## src/shared/dsl_pkg.sv

```systemverilog
/*
 * package for the drive security lock block: register offsets, opcodes,
 * field positions, reset values, bus carriers and machine states.
 * assumes a 32-bit axi4-lite register bus with byte addresses.
 */
package dsl_pkg;
    localparam int ADDR_W = 8;
    localparam logic [ADDR_W-1:0] OFF_CMD = 8'h00;
    localparam logic [ADDR_W-1:0] OFF_DRV_HEAD = 8'h04;
    localparam logic [ADDR_W-1:0] OFF_LBA_HIGH = 8'h08;
    localparam logic [ADDR_W-1:0] OFF_LBA_MID = 8'h0c;
    localparam logic [ADDR_W-1:0] OFF_LBA_LOW = 8'h10;
    localparam logic [ADDR_W-1:0] OFF_SECT_CNT = 8'h14;
    localparam logic [ADDR_W-1:0] OFF_FEATURE = 8'h18;
    localparam logic [ADDR_W-1:0] OFF_DATA = 8'h1c;
    localparam logic [ADDR_W-1:0] OFF_STATUS = 8'h20;
    localparam logic [ADDR_W-1:0] OFF_SEC_STATE = 8'h24;
    localparam logic [ADDR_W-1:0] OFF_CONTROL = 8'h28;
    localparam logic [7:0] OP_SET_PW = 8'hf1;
    localparam logic [7:0] OP_UNLOCK = 8'hf2;
    localparam logic [7:0] OP_ERASE_PREP = 8'hf3;
    localparam logic [7:0] OP_ERASE_UNIT = 8'hf4;
    localparam logic [7:0] OP_FREEZE = 8'hf5;
    localparam logic [7:0] OP_DIS_PW = 8'hf6;
    localparam logic [2:0] UNLOCK_TRIES = 3'h5;
    localparam int SECTOR_WORDS = 256;
    localparam int PW_WORDS = 16;
    localparam int PW_BITS = PW_WORDS * 16;
    localparam logic [7:0] LAST_WORD = 8'(SECTOR_WORDS - 1);
    localparam logic [7:0] LAST_PW_WORD = 8'(PW_WORDS);
    localparam int CTRL_ID_BIT = 0;
    localparam int CTRL_LVL_BIT = 8;
    localparam int STAT_ERR_BIT = 0;
    localparam int STAT_DRQ_BIT = 3;
    localparam int STAT_BSY_BIT = 7;
    localparam int CTL_SUPPORT_BIT = 0;
    localparam logic CTL_SUPPORT_RST = 1'b1;
    localparam logic [7:0] REG8_RST = 8'h00;
    localparam logic [1:0] RESP_OKAY = 2'b00;
    localparam logic [1:0] RESP_DECERR = 2'b11;

    typedef struct packed {
        logic en;
        logic [ADDR_W-1:0] addr;
        logic [31:0] data;
        logic [3:0] strb;
    } dsl_wreq_t;

    typedef struct packed {
        logic [2:0] tries;
        logic master_set;
        logic max_level;
        logic enabled;
        logic locked;
        logic frozen;
    } dsl_sec_t;

    typedef enum logic [1:0] {ST_IDLE, ST_DATA, ST_EXEC} dsl_state_t;
endpackage : dsl_pkg

```

## src/rtl/dsl_axil_slave.sv

```systemverilog
/*
 * axi4-lite slave front end: one write and one read in flight.
 * assumes the register file answers decode combinationally.
 */
`timescale 1ns/1ns
`default_nettype none
module dsl_axil_slave
    import dsl_pkg::*;
(
    input wire logic ref_clk,
    input wire logic sys_rst,
    input wire logic [ADDR_W-1:0] s_axi_awaddr,
    input wire logic s_axi_awvalid,
    output logic s_axi_awready,
    input wire logic [31:0] s_axi_wdata,
    input wire logic [3:0] s_axi_wstrb,
    input wire logic s_axi_wvalid,
    output logic s_axi_wready,
    output logic [1:0] s_axi_bresp,
    output logic s_axi_bvalid,
    input wire logic s_axi_bready,
    input wire logic [ADDR_W-1:0] s_axi_araddr,
    input wire logic s_axi_arvalid,
    output logic s_axi_arready,
    output logic [31:0] s_axi_rdata,
    output logic [1:0] s_axi_rresp,
    output logic s_axi_rvalid,
    input wire logic s_axi_rready,
    output dsl_wreq_t wreq,
    input wire logic wr_ok,
    output logic [ADDR_W-1:0] rd_addr,
    input wire logic [31:0] rd_data,
    input wire logic rd_ok
);
    logic aw_full_r, w_full_r;
    logic [ADDR_W-1:0] aw_addr_r;
    logic [31:0] w_data_r;
    logic [3:0] w_strb_r;
    logic aw_hs, w_hs, ar_hs;

    assign s_axi_awready = !aw_full_r && !s_axi_bvalid;
    assign s_axi_wready = !w_full_r && !s_axi_bvalid;
    assign s_axi_arready = !s_axi_rvalid;
    assign aw_hs = s_axi_awvalid && s_axi_awready;
    assign w_hs = s_axi_wvalid && s_axi_wready;
    assign ar_hs = s_axi_arvalid && s_axi_arready;
    assign rd_addr = s_axi_araddr;
    assign wreq = '{en: aw_full_r && w_full_r && !s_axi_bvalid,
                    addr: aw_addr_r, data: w_data_r, strb: w_strb_r};

    // address and data taken in either order
    always_ff @(posedge ref_clk) begin
        if (sys_rst || wreq.en) begin
            aw_full_r <= 1'b0;
            w_full_r <= 1'b0;
        end else begin
            aw_full_r <= aw_full_r || aw_hs;
            w_full_r <= w_full_r || w_hs;
        end
        if (aw_hs) aw_addr_r <= s_axi_awaddr;
        if (w_hs) begin
            w_data_r <= s_axi_wdata;
            w_strb_r <= s_axi_wstrb;
        end
    end

    always_ff @(posedge ref_clk) begin
        if (sys_rst) begin
            s_axi_bvalid <= 1'b0;
            s_axi_bresp <= RESP_OKAY;
            s_axi_rvalid <= 1'b0;
            s_axi_rresp <= RESP_OKAY;
            s_axi_rdata <= '0;
        end else begin
            if (wreq.en) begin
                s_axi_bvalid <= 1'b1;
                s_axi_bresp <= wr_ok ? RESP_OKAY : RESP_DECERR;
            end else if (s_axi_bready) begin
                s_axi_bvalid <= 1'b0;
            end
            if (ar_hs) begin
                s_axi_rvalid <= 1'b1;
                s_axi_rdata <= rd_data;
                s_axi_rresp <= rd_ok ? RESP_OKAY : RESP_DECERR;
            end else if (s_axi_rready) begin
                s_axi_rvalid <= 1'b0;
            end
        end
    end
endmodule : dsl_axil_slave
`default_nettype wire

```

## src/rtl/dsl_lock_fsm.sv

```systemverilog
/*
 * security lock machine: freeze, set password, unlock, erase unit,
 * register file and password sector capture behind axi4-lite.
 * assumes nv_init is pulsed once when the password store is blank and
 * sys_rst is the power-on or hardware reset; both on ref_clk.
 */
// The AXI4-Lite register port and the address map are this design's own decisions.
`timescale 1ns/1ns
`default_nettype none
module dsl_lock_fsm
    import dsl_pkg::*;
(
    input wire logic ref_clk,
    input wire logic sys_rst,
    input wire logic nv_init,
    input wire logic [ADDR_W-1:0] s_axi_awaddr,
    input wire logic s_axi_awvalid,
    output logic s_axi_awready,
    input wire logic [31:0] s_axi_wdata,
    input wire logic [3:0] s_axi_wstrb,
    input wire logic s_axi_wvalid,
    output logic s_axi_wready,
    output logic [1:0] s_axi_bresp,
    output logic s_axi_bvalid,
    input wire logic s_axi_bready,
    input wire logic [ADDR_W-1:0] s_axi_araddr,
    input wire logic s_axi_arvalid,
    output logic s_axi_arready,
    output logic [31:0] s_axi_rdata,
    output logic [1:0] s_axi_rresp,
    output logic s_axi_rvalid,
    input wire logic s_axi_rready,
    output logic cmd_done_r,
    output logic cmd_abort_r,
    output logic erase_req_r,
    output logic wear_level_req_r,
    output logic frozen_r,
    output logic locked_r
);
    dsl_wreq_t wreq;
    logic wr_ok, rd_ok;
    logic [ADDR_W-1:0] rd_addr;
    logic [31:0] rd_data;
    dsl_state_t st_r, st_nxt;
    logic [7:0] op_r, drv_head_r, lba_high_r, lba_mid_r, lba_low_r;
    logic [7:0] sector_count_r, feature_r;
    logic [15:0] ctrl_r;
    logic [PW_WORDS-1:0][15:0] buf_r;
    logic [7:0] word_cnt_r;
    logic [2:0] tries_r;
    logic enabled_r, max_level_r, master_set_r, prep_r, err_r;
    logic sec_supported_r;
    logic umatch, mmatch;

    dsl_axil_slave u_bus (
        .ref_clk(ref_clk), .sys_rst(sys_rst),
        .s_axi_awaddr(s_axi_awaddr), .s_axi_awvalid(s_axi_awvalid),
        .s_axi_awready(s_axi_awready), .s_axi_wdata(s_axi_wdata),
        .s_axi_wstrb(s_axi_wstrb), .s_axi_wvalid(s_axi_wvalid),
        .s_axi_wready(s_axi_wready), .s_axi_bresp(s_axi_bresp),
        .s_axi_bvalid(s_axi_bvalid), .s_axi_bready(s_axi_bready),
        .s_axi_araddr(s_axi_araddr), .s_axi_arvalid(s_axi_arvalid),
        .s_axi_arready(s_axi_arready), .s_axi_rdata(s_axi_rdata),
        .s_axi_rresp(s_axi_rresp), .s_axi_rvalid(s_axi_rvalid),
        .s_axi_rready(s_axi_rready), .wreq(wreq), .wr_ok(wr_ok),
        .rd_addr(rd_addr), .rd_data(rd_data), .rd_ok(rd_ok)
    );

    // register decode
    wire wr_lane0 = wreq.en && wreq.strb[0];
    wire wr_cmd = wr_lane0 && wreq.addr == OFF_CMD;
    wire wr_data = wreq.en && wreq.addr == OFF_DATA;
    wire wr_ctl = wr_lane0 && wreq.addr == OFF_CONTROL;
    wire wr_sc = wr_lane0 && wreq.addr == OFF_SECT_CNT;
    assign wr_ok = wreq.addr <= OFF_CONTROL && wreq.addr[1:0] == 2'b00;
    assign rd_ok = rd_addr <= OFF_CONTROL && rd_addr[1:0] == 2'b00;

    wire [7:0] st_bits = {st_r != ST_IDLE, 3'h0, st_r == ST_DATA, 2'h0,
                          err_r};
    wire dsl_sec_t sec = '{tries: tries_r, master_set: master_set_r,
                           max_level: max_level_r, enabled: enabled_r,
                           locked: locked_r, frozen: frozen_r};
    assign rd_data =
        !rd_ok ? 32'h0000_0000 :
        rd_addr == OFF_DRV_HEAD ? {24'h00_0000, drv_head_r} :
        rd_addr == OFF_LBA_HIGH ? {24'h00_0000, lba_high_r} :
        rd_addr == OFF_LBA_MID ? {24'h00_0000, lba_mid_r} :
        rd_addr == OFF_LBA_LOW ? {24'h00_0000, lba_low_r} :
        rd_addr == OFF_SECT_CNT ? {24'h00_0000, sector_count_r} :
        rd_addr == OFF_STATUS ? {24'h00_0000, st_bits} :
        rd_addr == OFF_SEC_STATE ? {24'h00_0000, sec} :
        rd_addr == OFF_CONTROL ? {31'h0000_0000, sec_supported_r} :
        32'h0000_0000;

    // command start and early checks; lba, count, features unused
    wire [7:0] opc = wreq.data[7:0];
    wire cmd_start = wr_cmd && st_r == ST_IDLE;
    wire is_lock_cmd = opc == OP_SET_PW || opc == OP_UNLOCK ||
                       opc == OP_DIS_PW || opc == OP_ERASE_UNIT;
    wire known_op = opc == OP_SET_PW || opc == OP_UNLOCK ||
                    opc == OP_ERASE_PREP || opc == OP_ERASE_UNIT ||
                    opc == OP_FREEZE;
    wire frozen_rej = frozen_r && is_lock_cmd;
    wire tries_rej = tries_r == 3'h0 &&
                     (opc == OP_UNLOCK || opc == OP_ERASE_UNIT);
    wire prep_rej = opc == OP_ERASE_UNIT && !prep_r;
    wire is_wear = opc == OP_FREEZE && !sec_supported_r;
    wire early_abort = !is_wear && (!known_op || !sec_supported_r ||
                                    frozen_rej || tries_rej || prep_rej);
    wire needs_data = opc == OP_SET_PW || opc == OP_UNLOCK ||
                      opc == OP_ERASE_UNIT;
    wire start_data = cmd_start && !early_abort && needs_data;
    wire start_freeze = cmd_start && !early_abort && opc == OP_FREEZE &&
                        sec_supported_r;
    wire start_quick = cmd_start && !early_abort && !needs_data;

    // sector fields
    wire id_master = ctrl_r[CTRL_ID_BIT];
    wire lvl_max = ctrl_r[CTRL_LVL_BIT];
    wire exec = st_r == ST_EXEC;
    wire x_setpw = exec && op_r == OP_SET_PW;
    wire x_unlock = exec && op_r == OP_UNLOCK;
    wire x_erase = exec && op_r == OP_ERASE_UNIT;
    wire pw_match = id_master ? mmatch : umatch;
    wire unlock_rej = x_unlock && id_master && max_level_r;
    wire unlock_ok = x_unlock && !unlock_rej && pw_match;
    wire unlock_fail = x_unlock && !unlock_rej && !pw_match;
    wire erase_ok = x_erase && pw_match;
    wire erase_fail = x_erase && !pw_match;
    wire load_user = x_setpw && !id_master;
    wire load_master = x_setpw && id_master;
    wire abort_now = (cmd_start && early_abort) || unlock_rej ||
                     unlock_fail || erase_fail;
    wire done_now = (start_quick && !needs_data) || x_setpw ||
                    unlock_ok || erase_ok;

    dsl_pw_bank #(.W(PW_BITS)) u_user_pw (
        .ref_clk(ref_clk), .nv_init(nv_init), .load(load_user),
        .din(buf_r), .match(umatch)
    );
    dsl_pw_bank #(.W(PW_BITS)) u_master_pw (
        .ref_clk(ref_clk), .nv_init(nv_init), .load(load_master),
        .din(buf_r), .match(mmatch)
    );

    // state sequencing
    always_comb begin
        st_nxt = st_r;
        case (st_r)
            ST_IDLE: begin
                if (start_data) st_nxt = ST_DATA;
            end
            ST_DATA: begin
                if (wr_data && word_cnt_r == LAST_WORD) st_nxt = ST_EXEC;
            end
            ST_EXEC: st_nxt = ST_IDLE;
            default: st_nxt = ST_IDLE;
        endcase
    end

    always_ff @(posedge ref_clk) begin
        if (sys_rst) begin
            st_r <= ST_IDLE;
            word_cnt_r <= 8'h00;
        end else begin
            st_r <= st_nxt;
            if (start_data) word_cnt_r <= 8'h00;
            else if (wr_data && st_r == ST_DATA)
                word_cnt_r <= word_cnt_r + 8'h01;
        end
    end

    // password sector capture, words past 16 dropped
    wire [3:0] pw_idx = 4'(word_cnt_r - 8'h01);
    always_ff @(posedge ref_clk) begin
        if (sys_rst) begin
            op_r <= REG8_RST;
            ctrl_r <= 16'h0000;
        end else begin
            if (cmd_start) op_r <= opc;
            if (wr_data && st_r == ST_DATA) begin
                if (word_cnt_r == 8'h00) ctrl_r <= wreq.data[15:0];
                else if (word_cnt_r <= LAST_PW_WORD)
                    buf_r[pw_idx] <= wreq.data[15:0];
            end
        end
    end

    // task file registers
    always_ff @(posedge ref_clk) begin
        if (sys_rst) begin
            drv_head_r <= REG8_RST;
            lba_high_r <= REG8_RST;
            lba_mid_r <= REG8_RST;
            lba_low_r <= REG8_RST;
            sector_count_r <= REG8_RST;
            feature_r <= REG8_RST;
            sec_supported_r <= CTL_SUPPORT_RST;
        end else begin
            if (wr_lane0 && wreq.addr == OFF_DRV_HEAD)
                drv_head_r <= wreq.data[7:0];
            if (wr_lane0 && wreq.addr == OFF_LBA_HIGH)
                lba_high_r <= wreq.data[7:0];
            if (wr_lane0 && wreq.addr == OFF_LBA_MID)
                lba_mid_r <= wreq.data[7:0];
            if (wr_lane0 && wreq.addr == OFF_LBA_LOW)
                lba_low_r <= wreq.data[7:0];
            if (wr_lane0 && wreq.addr == OFF_FEATURE)
                feature_r <= wreq.data[7:0];
            if (start_freeze) sector_count_r <= 8'h00;
            else if (wr_sc) sector_count_r <= wreq.data[7:0];
            if (wr_ctl) sec_supported_r <= wreq.data[CTL_SUPPORT_BIT];
        end
    end

    // security state held across hardware reset
    always_ff @(posedge ref_clk) begin
        if (nv_init) begin
            enabled_r <= 1'b0;
            max_level_r <= 1'b0;
            master_set_r <= 1'b0;
        end else begin
            if (load_user) begin
                enabled_r <= 1'b1;
                max_level_r <= lvl_max;
            end else if (erase_ok) begin
                enabled_r <= 1'b0;
                max_level_r <= 1'b0;
            end
            if (load_master) master_set_r <= 1'b1;
        end
    end

    // frozen, lock, tries and prepare
    always_ff @(posedge ref_clk) begin
        if (sys_rst) begin
            frozen_r <= 1'b0;
            tries_r <= UNLOCK_TRIES;
            locked_r <= enabled_r;
            prep_r <= 1'b0;
        end else begin
            if (start_freeze) frozen_r <= 1'b1;
            if (unlock_fail && locked_r && tries_r != 3'h0)
                tries_r <= tries_r - 3'h1;
            if (unlock_ok || erase_ok) locked_r <= 1'b0;
            if (cmd_start)
                prep_r <= opc == OP_ERASE_PREP && !early_abort;
        end
    end

    // completion strobes and error status
    always_ff @(posedge ref_clk) begin
        if (sys_rst) begin
            cmd_done_r <= 1'b0;
            cmd_abort_r <= 1'b0;
            erase_req_r <= 1'b0;
            wear_level_req_r <= 1'b0;
            err_r <= 1'b0;
        end else begin
            cmd_done_r <= done_now;
            cmd_abort_r <= abort_now;
            erase_req_r <= erase_ok;
            wear_level_req_r <= cmd_start && is_wear;
            if (abort_now) err_r <= 1'b1;
            else if (cmd_start) err_r <= 1'b0;
        end
    end

    // reset delayed one edge, masks checks across the release edge
    logic rst_d_r;
    always_ff @(posedge ref_clk) begin
        rst_d_r <= sys_rst;
    end
endmodule : dsl_lock_fsm
`default_nettype wire

```

## src/rtl/dsl_pw_bank.sv

```systemverilog
/*
 * one stored password with load and equality compare.
 * assumes nv_init stands for the non-volatile store being blank.
 */
`timescale 1ns/1ns
`default_nettype none
module dsl_pw_bank
    import dsl_pkg::*;
#(
    parameter int W = PW_BITS
) (
    input wire logic ref_clk,
    input wire logic nv_init,
    input wire logic load,
    input wire logic [W-1:0] din,
    output logic match
);
    logic [W-1:0] pw_r;

    // stored value, kept across sys_rst
    always_ff @(posedge ref_clk) begin
        if (nv_init) begin
            pw_r <= '0;
        end else if (load) begin
            pw_r <= din;
        end
    end

    assign match = (pw_r == din);
endmodule : dsl_pw_bank
`default_nettype wire

```

## config.mk

```make
export PLATFORM = sky130hd
export DESIGN_NAME = dsl_lock_fsm
export DESIGN_NICKNAME = d
export VERILOG_FILES = /design/src/shared/dsl_pkg.sv /design/src/rtl/dsl_axil_slave.sv /design/src/rtl/dsl_lock_fsm.sv /design/src/rtl/dsl_pw_bank.sv
export SDC_FILE = /design/constraint.sdc
export NUM_CORES = 2
export LEC_CHECK = 0
export BUFFER_PORTS_ARGS = -buffer_cell sky130_fd_sc_hd__buf_2
export CELL_PAD_IN_SITES_DETAIL_PLACEMENT = 0
export CELL_PAD_IN_SITES_GLOBAL_PLACEMENT = 1
export CORE_MARGIN = 10
export CORE_UTILIZATION = 44
export CTS_CLUSTER_SIZE = 8
export DETAILED_ROUTE_END_ITERATION = 6
export GPL_TIMING_DRIVEN = 0
export PLACE_DENSITY = 0.72
export SYNTH_ARGS = -nofsm -noshare
export SYNTH_HDL_FRONTEND = slang
export SYNTH_SLANG_ARGS = --single-unit
```

## constraint.sdc

```tcl
create_clock -name ref_clk -period 3 [get_ports ref_clk]
set_input_delay 0.15 -clock ref_clk [delete_from_list [all_inputs] [get_ports ref_clk]]
set_output_delay 0.15 -clock ref_clk [all_outputs]
set_load 0.01 [all_outputs]
```

==> flow_metrics.py <==
metrics = {
    "status": {
        "outcome": "finished with violations",
        "violations": "setup timing",
    },
    "global_routing": {
        "grt_pass1_vias": 26500,
        "grt_usage_pct": 27.6,
        "grt_max_degree": 19,
        "gr-total-overflow": 0,
        "antenna_found_initial": 5,
        "grt_pass1_wl_mm": 189,
    },
    "floorplan": {
        "die_x_um": 305,
        "die_area_mm2": 0.0929,
        "die_height_um": 305,
        "coreArea_mm2": 0.0804,
        "initial_core_util_pct": 44.4,
        "num_rows": 104,
        "io_pins": 107,
    },
    "worst_setup_path": {
        "crit_required_ps": 3550,
        "reg2reg_depth": 12,
        "path_buf_inv": 4,
        "crit_chain": "buf_12 > buf_12 > mux2i_1 > xnor2_1 > nor4_2 > nand4_1 > nor4_4 > buf_4 > a41oi_4 > a311oi_2 > buf_4 > a21oi_2",
        "cp_top_family": "simple AND/OR/NAND/NOR gates",
        "cp_max_fo": 10,
        "crit_arrival_ps": 3860,
        "path_depth": 12,
        "crit_slowest_cell": "dfxtp_4",
        "worstSetupEndpointType": "flop",
        "start_kind": "flop",
        "critical_path_class": "reg2reg",
        "max_stage_delay_ps": 400,
    },
    "clock_network": {
        "cts_max_level": 3,
        "clk_pin_slew_ps": 60,
        "cts_tree": "built",
        "clk_latency_ps": 700,
        "root_buffer": "clkbuf_16",
        "clock_sinks": 882,
        "cts_buffers": 120,
        "clock_path_buffers": 3,
    },
    "detailed_routing": {
        "routed_wl_mm": 134,
        "avgViaCountPerCell": 5.54,
        "antenna_left": 0,
        "drc": 0,
        "drt_first_pass_iters": 6,
        "vias": 28400,
        "drt_iter0_markers": 3202,
        "detail_route.wl_per_cell_um": 26.0,
    },
    "worst_hold_path": {
        "hold_path_depth": 3,
        "hold_path.class": "in2reg",
    },
    "synthesis": {
        "yosysMostFrequentCell": "nand2_1",
        "syn_area_mm2": 0.0357,
        "synth_edf_count": 282,
        "synth_cell_type_count": 53,
        "syn_inst": 3651,
        "yosys-top-cells-count": "1075 x nand2_1, 600 x dfxtp_1, 533 x a21oi_1",
        "syn-mean-instance-area_um2": 9.77,
        "synth-seq-cells": 882,
        "synthAdderAreaFrac_pct": 0.281,
        "synth_xor_area_share_pct": 6.51,
        "ys_warn_count": 0,
        "synth_top_family_by_area": "simple AND/OR/NAND/NOR gates",
        "synth_top_area_cell": "dfxtp_1",
        "ys_seq_area_share_pct": 57.4,
        "ys_async_sr_fraction_pct": 0,
        "synth_compound_area_share_pct": 8.38,
        "synth_top_area_share_pct": 33.7,
        "muxShareOfSynthArea_pct": 8.87,
        "synth_area_leaders": "dfxtp_1 34%, edfxtp_1 24%, nand2_1 11%",
        "synthSimpleGateAreaFrac_pct": 15.4,
        "synth_ff_type": "dfxtp_1",
    },
    "sta": {
        "worst_pin_slew_ps": 1250,
        "rsz0062_at_grt": "true",
        "fmax_mhz": 302,
        "setup_violations": 10,
        "period_minus_slack_ps": 3310,
        "hold_ws_ps": 73.3,
        "setup_slack_ps": -310,
        "slew_viol_final": 0,
        "hold_violations": 0,
        "relSlewSlack_pct": 14.3,
        "skew_ps": 30.9,
        "period_share_pct": 110,
    },
    "final_layout": {
        "num-nets-final": 4042,
        "fillers": 7205,
        "drive_above_1_share_pct": 13.3,
        "stdcell_area_mm2": 0.0445,
        "antenna_cells": 0,
        "synthToLayoutAreaGrowth_pct": 24.7,
    },
    "placed_design": {
        "post_dp_cell_area_mm2": 0.0383,
        "dp_hpwl_mm": 91.2,
        "gp_congestion": 0.931,
        "io_buffers": 60,
    },
    "power_and_ir_drop": {
        "ir_drop_v": 0.000456,
        "total_power_mw": 26.0,
        "p_leak_nw": 14.4,
        "power_density_mw_per_mm2": 584,
    },
    "flow_run": {
        "max_cap_viol_count": 0,
    },
}
## metrics by stage
stage               util (%)  cells  setup slack [ps]  setup TNS, ps
global placement        46.5   4794             -1640        -551860
detailed placement      47.7   4833             -1630        -343880
global route            55.3   5130              -331          -2590
floorplan                  -   3674             -40.8          -9300
CTS                     54.6   5109              -210          -1510
finish                  55.3   5130              -310          -2300
## layout make-up
class,count,area [um^2],area share (%)
clock buffers,210,3350,7.53
well taps,1060,1330,2.98
clock inverters,8,129,0.290
inverters,9,33.8,0.0760
repair buffers,179,2090,4.69
plain buffers,244,1590,3.57
flip-flops and latches,882,20500,46.1
multi-input cells,2538,15500,34.8
## worst paths after layout
kind | start | endpoint | slack (ps)
hold reg to reg | u_user_pw.pw_r[38]$_SDFFE_PP0P_ | u_user_pw.pw_r[38]$_SDFFE_PP0P_ | 450
hold / removal | sys_rst | tries_r[2]$_SDFFE_PP1P_ | 70
setup / recovery | ctrl_r[0]$_SDFFE_PP0P_ | err_r$_SDFFE_PP0P_ | -310
setup reg to reg | ctrl_r[0]$_SDFFE_PP0P_ | err_r$_SDFFE_PP0P_ | -310
## state kept, by name, indices dropped and copies added, names as in the netlist, 3 cells and up
| register | cells |
|---|---|
| buf_r | 256 |
| u_master_pw.pw_r | 256 |
| u_user_pw.pw_r | 256 |
| u_bus.w_data_r | 16 |
| drv_head_r | 8 |
| lba_high_r | 8 |
| lba_low_r | 8 |
| lba_mid_r | 8 |
| op_r | 8 |
| sector_count_r | 8 |
| u_bus.aw_addr_r | 8 |
| u_bus.s_axi_rdata | 8 |
| word_cnt_r | 8 |
| tries_r | 3 |
## tightest hold or removal path, stage by stage
cell,delay (ps)
clkbuf_1,280
nor2b_1,200
mux2i_1,70
## repair_timing
item	CTS	global route
hold endpoints to repair	41	0
endpoints found under the setup margin	734	496
gates cloned	3	1
resized for setup	272	120
buffers inserted	24	20
pin swaps	47	21
hold buffers	32	0
## placed cells by master, fill, tap and decap left out, drive strengths merged, types with 13 or more instances in the layout
cell         netlist  final
nand2           1075   1075
dfxtp            600    600
a21oi            533    533
clkbuf           183    395
mux2i            315    315
edfxtp           282    282
xnor2            261    261
buf               62    205
nor2             118    118
nor4              74     74
dlygate4sd3        0     32
conb               1     24
nand4             20     20
nor3              15     15
inv                9     14
nand3             13     13
## power breakdown
part	leakage [nW]	internal, mW	switching, mW
registers	7.38	12.4	0.101
clock network	1.65	7.49	5.27
logic	5.41	0.236	0.493
total	14.4	20.1	5.87
## cell families (layout without fill, tap and decap cells)
logic type	after synthesis	in the layout
adder cells (fa/ha/maj)	8	8
XOR/XNOR	265	265
other	1	24
AND/OR/NAND/NOR	1351	1351
buffers and inverters	254	650
AO/OA/AOI/OAI	574	574
flip-flops	882	882
multiplexers	316	316
## metal layers
metal	share of wire [%]	vias to the layer above	track usage (%)
met3	8.9	234	5.08
met5	0	-	0
met4	4.1	0	11.6
li1	-	13000	-
met1	43	13900	38.2
met2	44	1258	42.0
(Power assumes the default switching activity.)
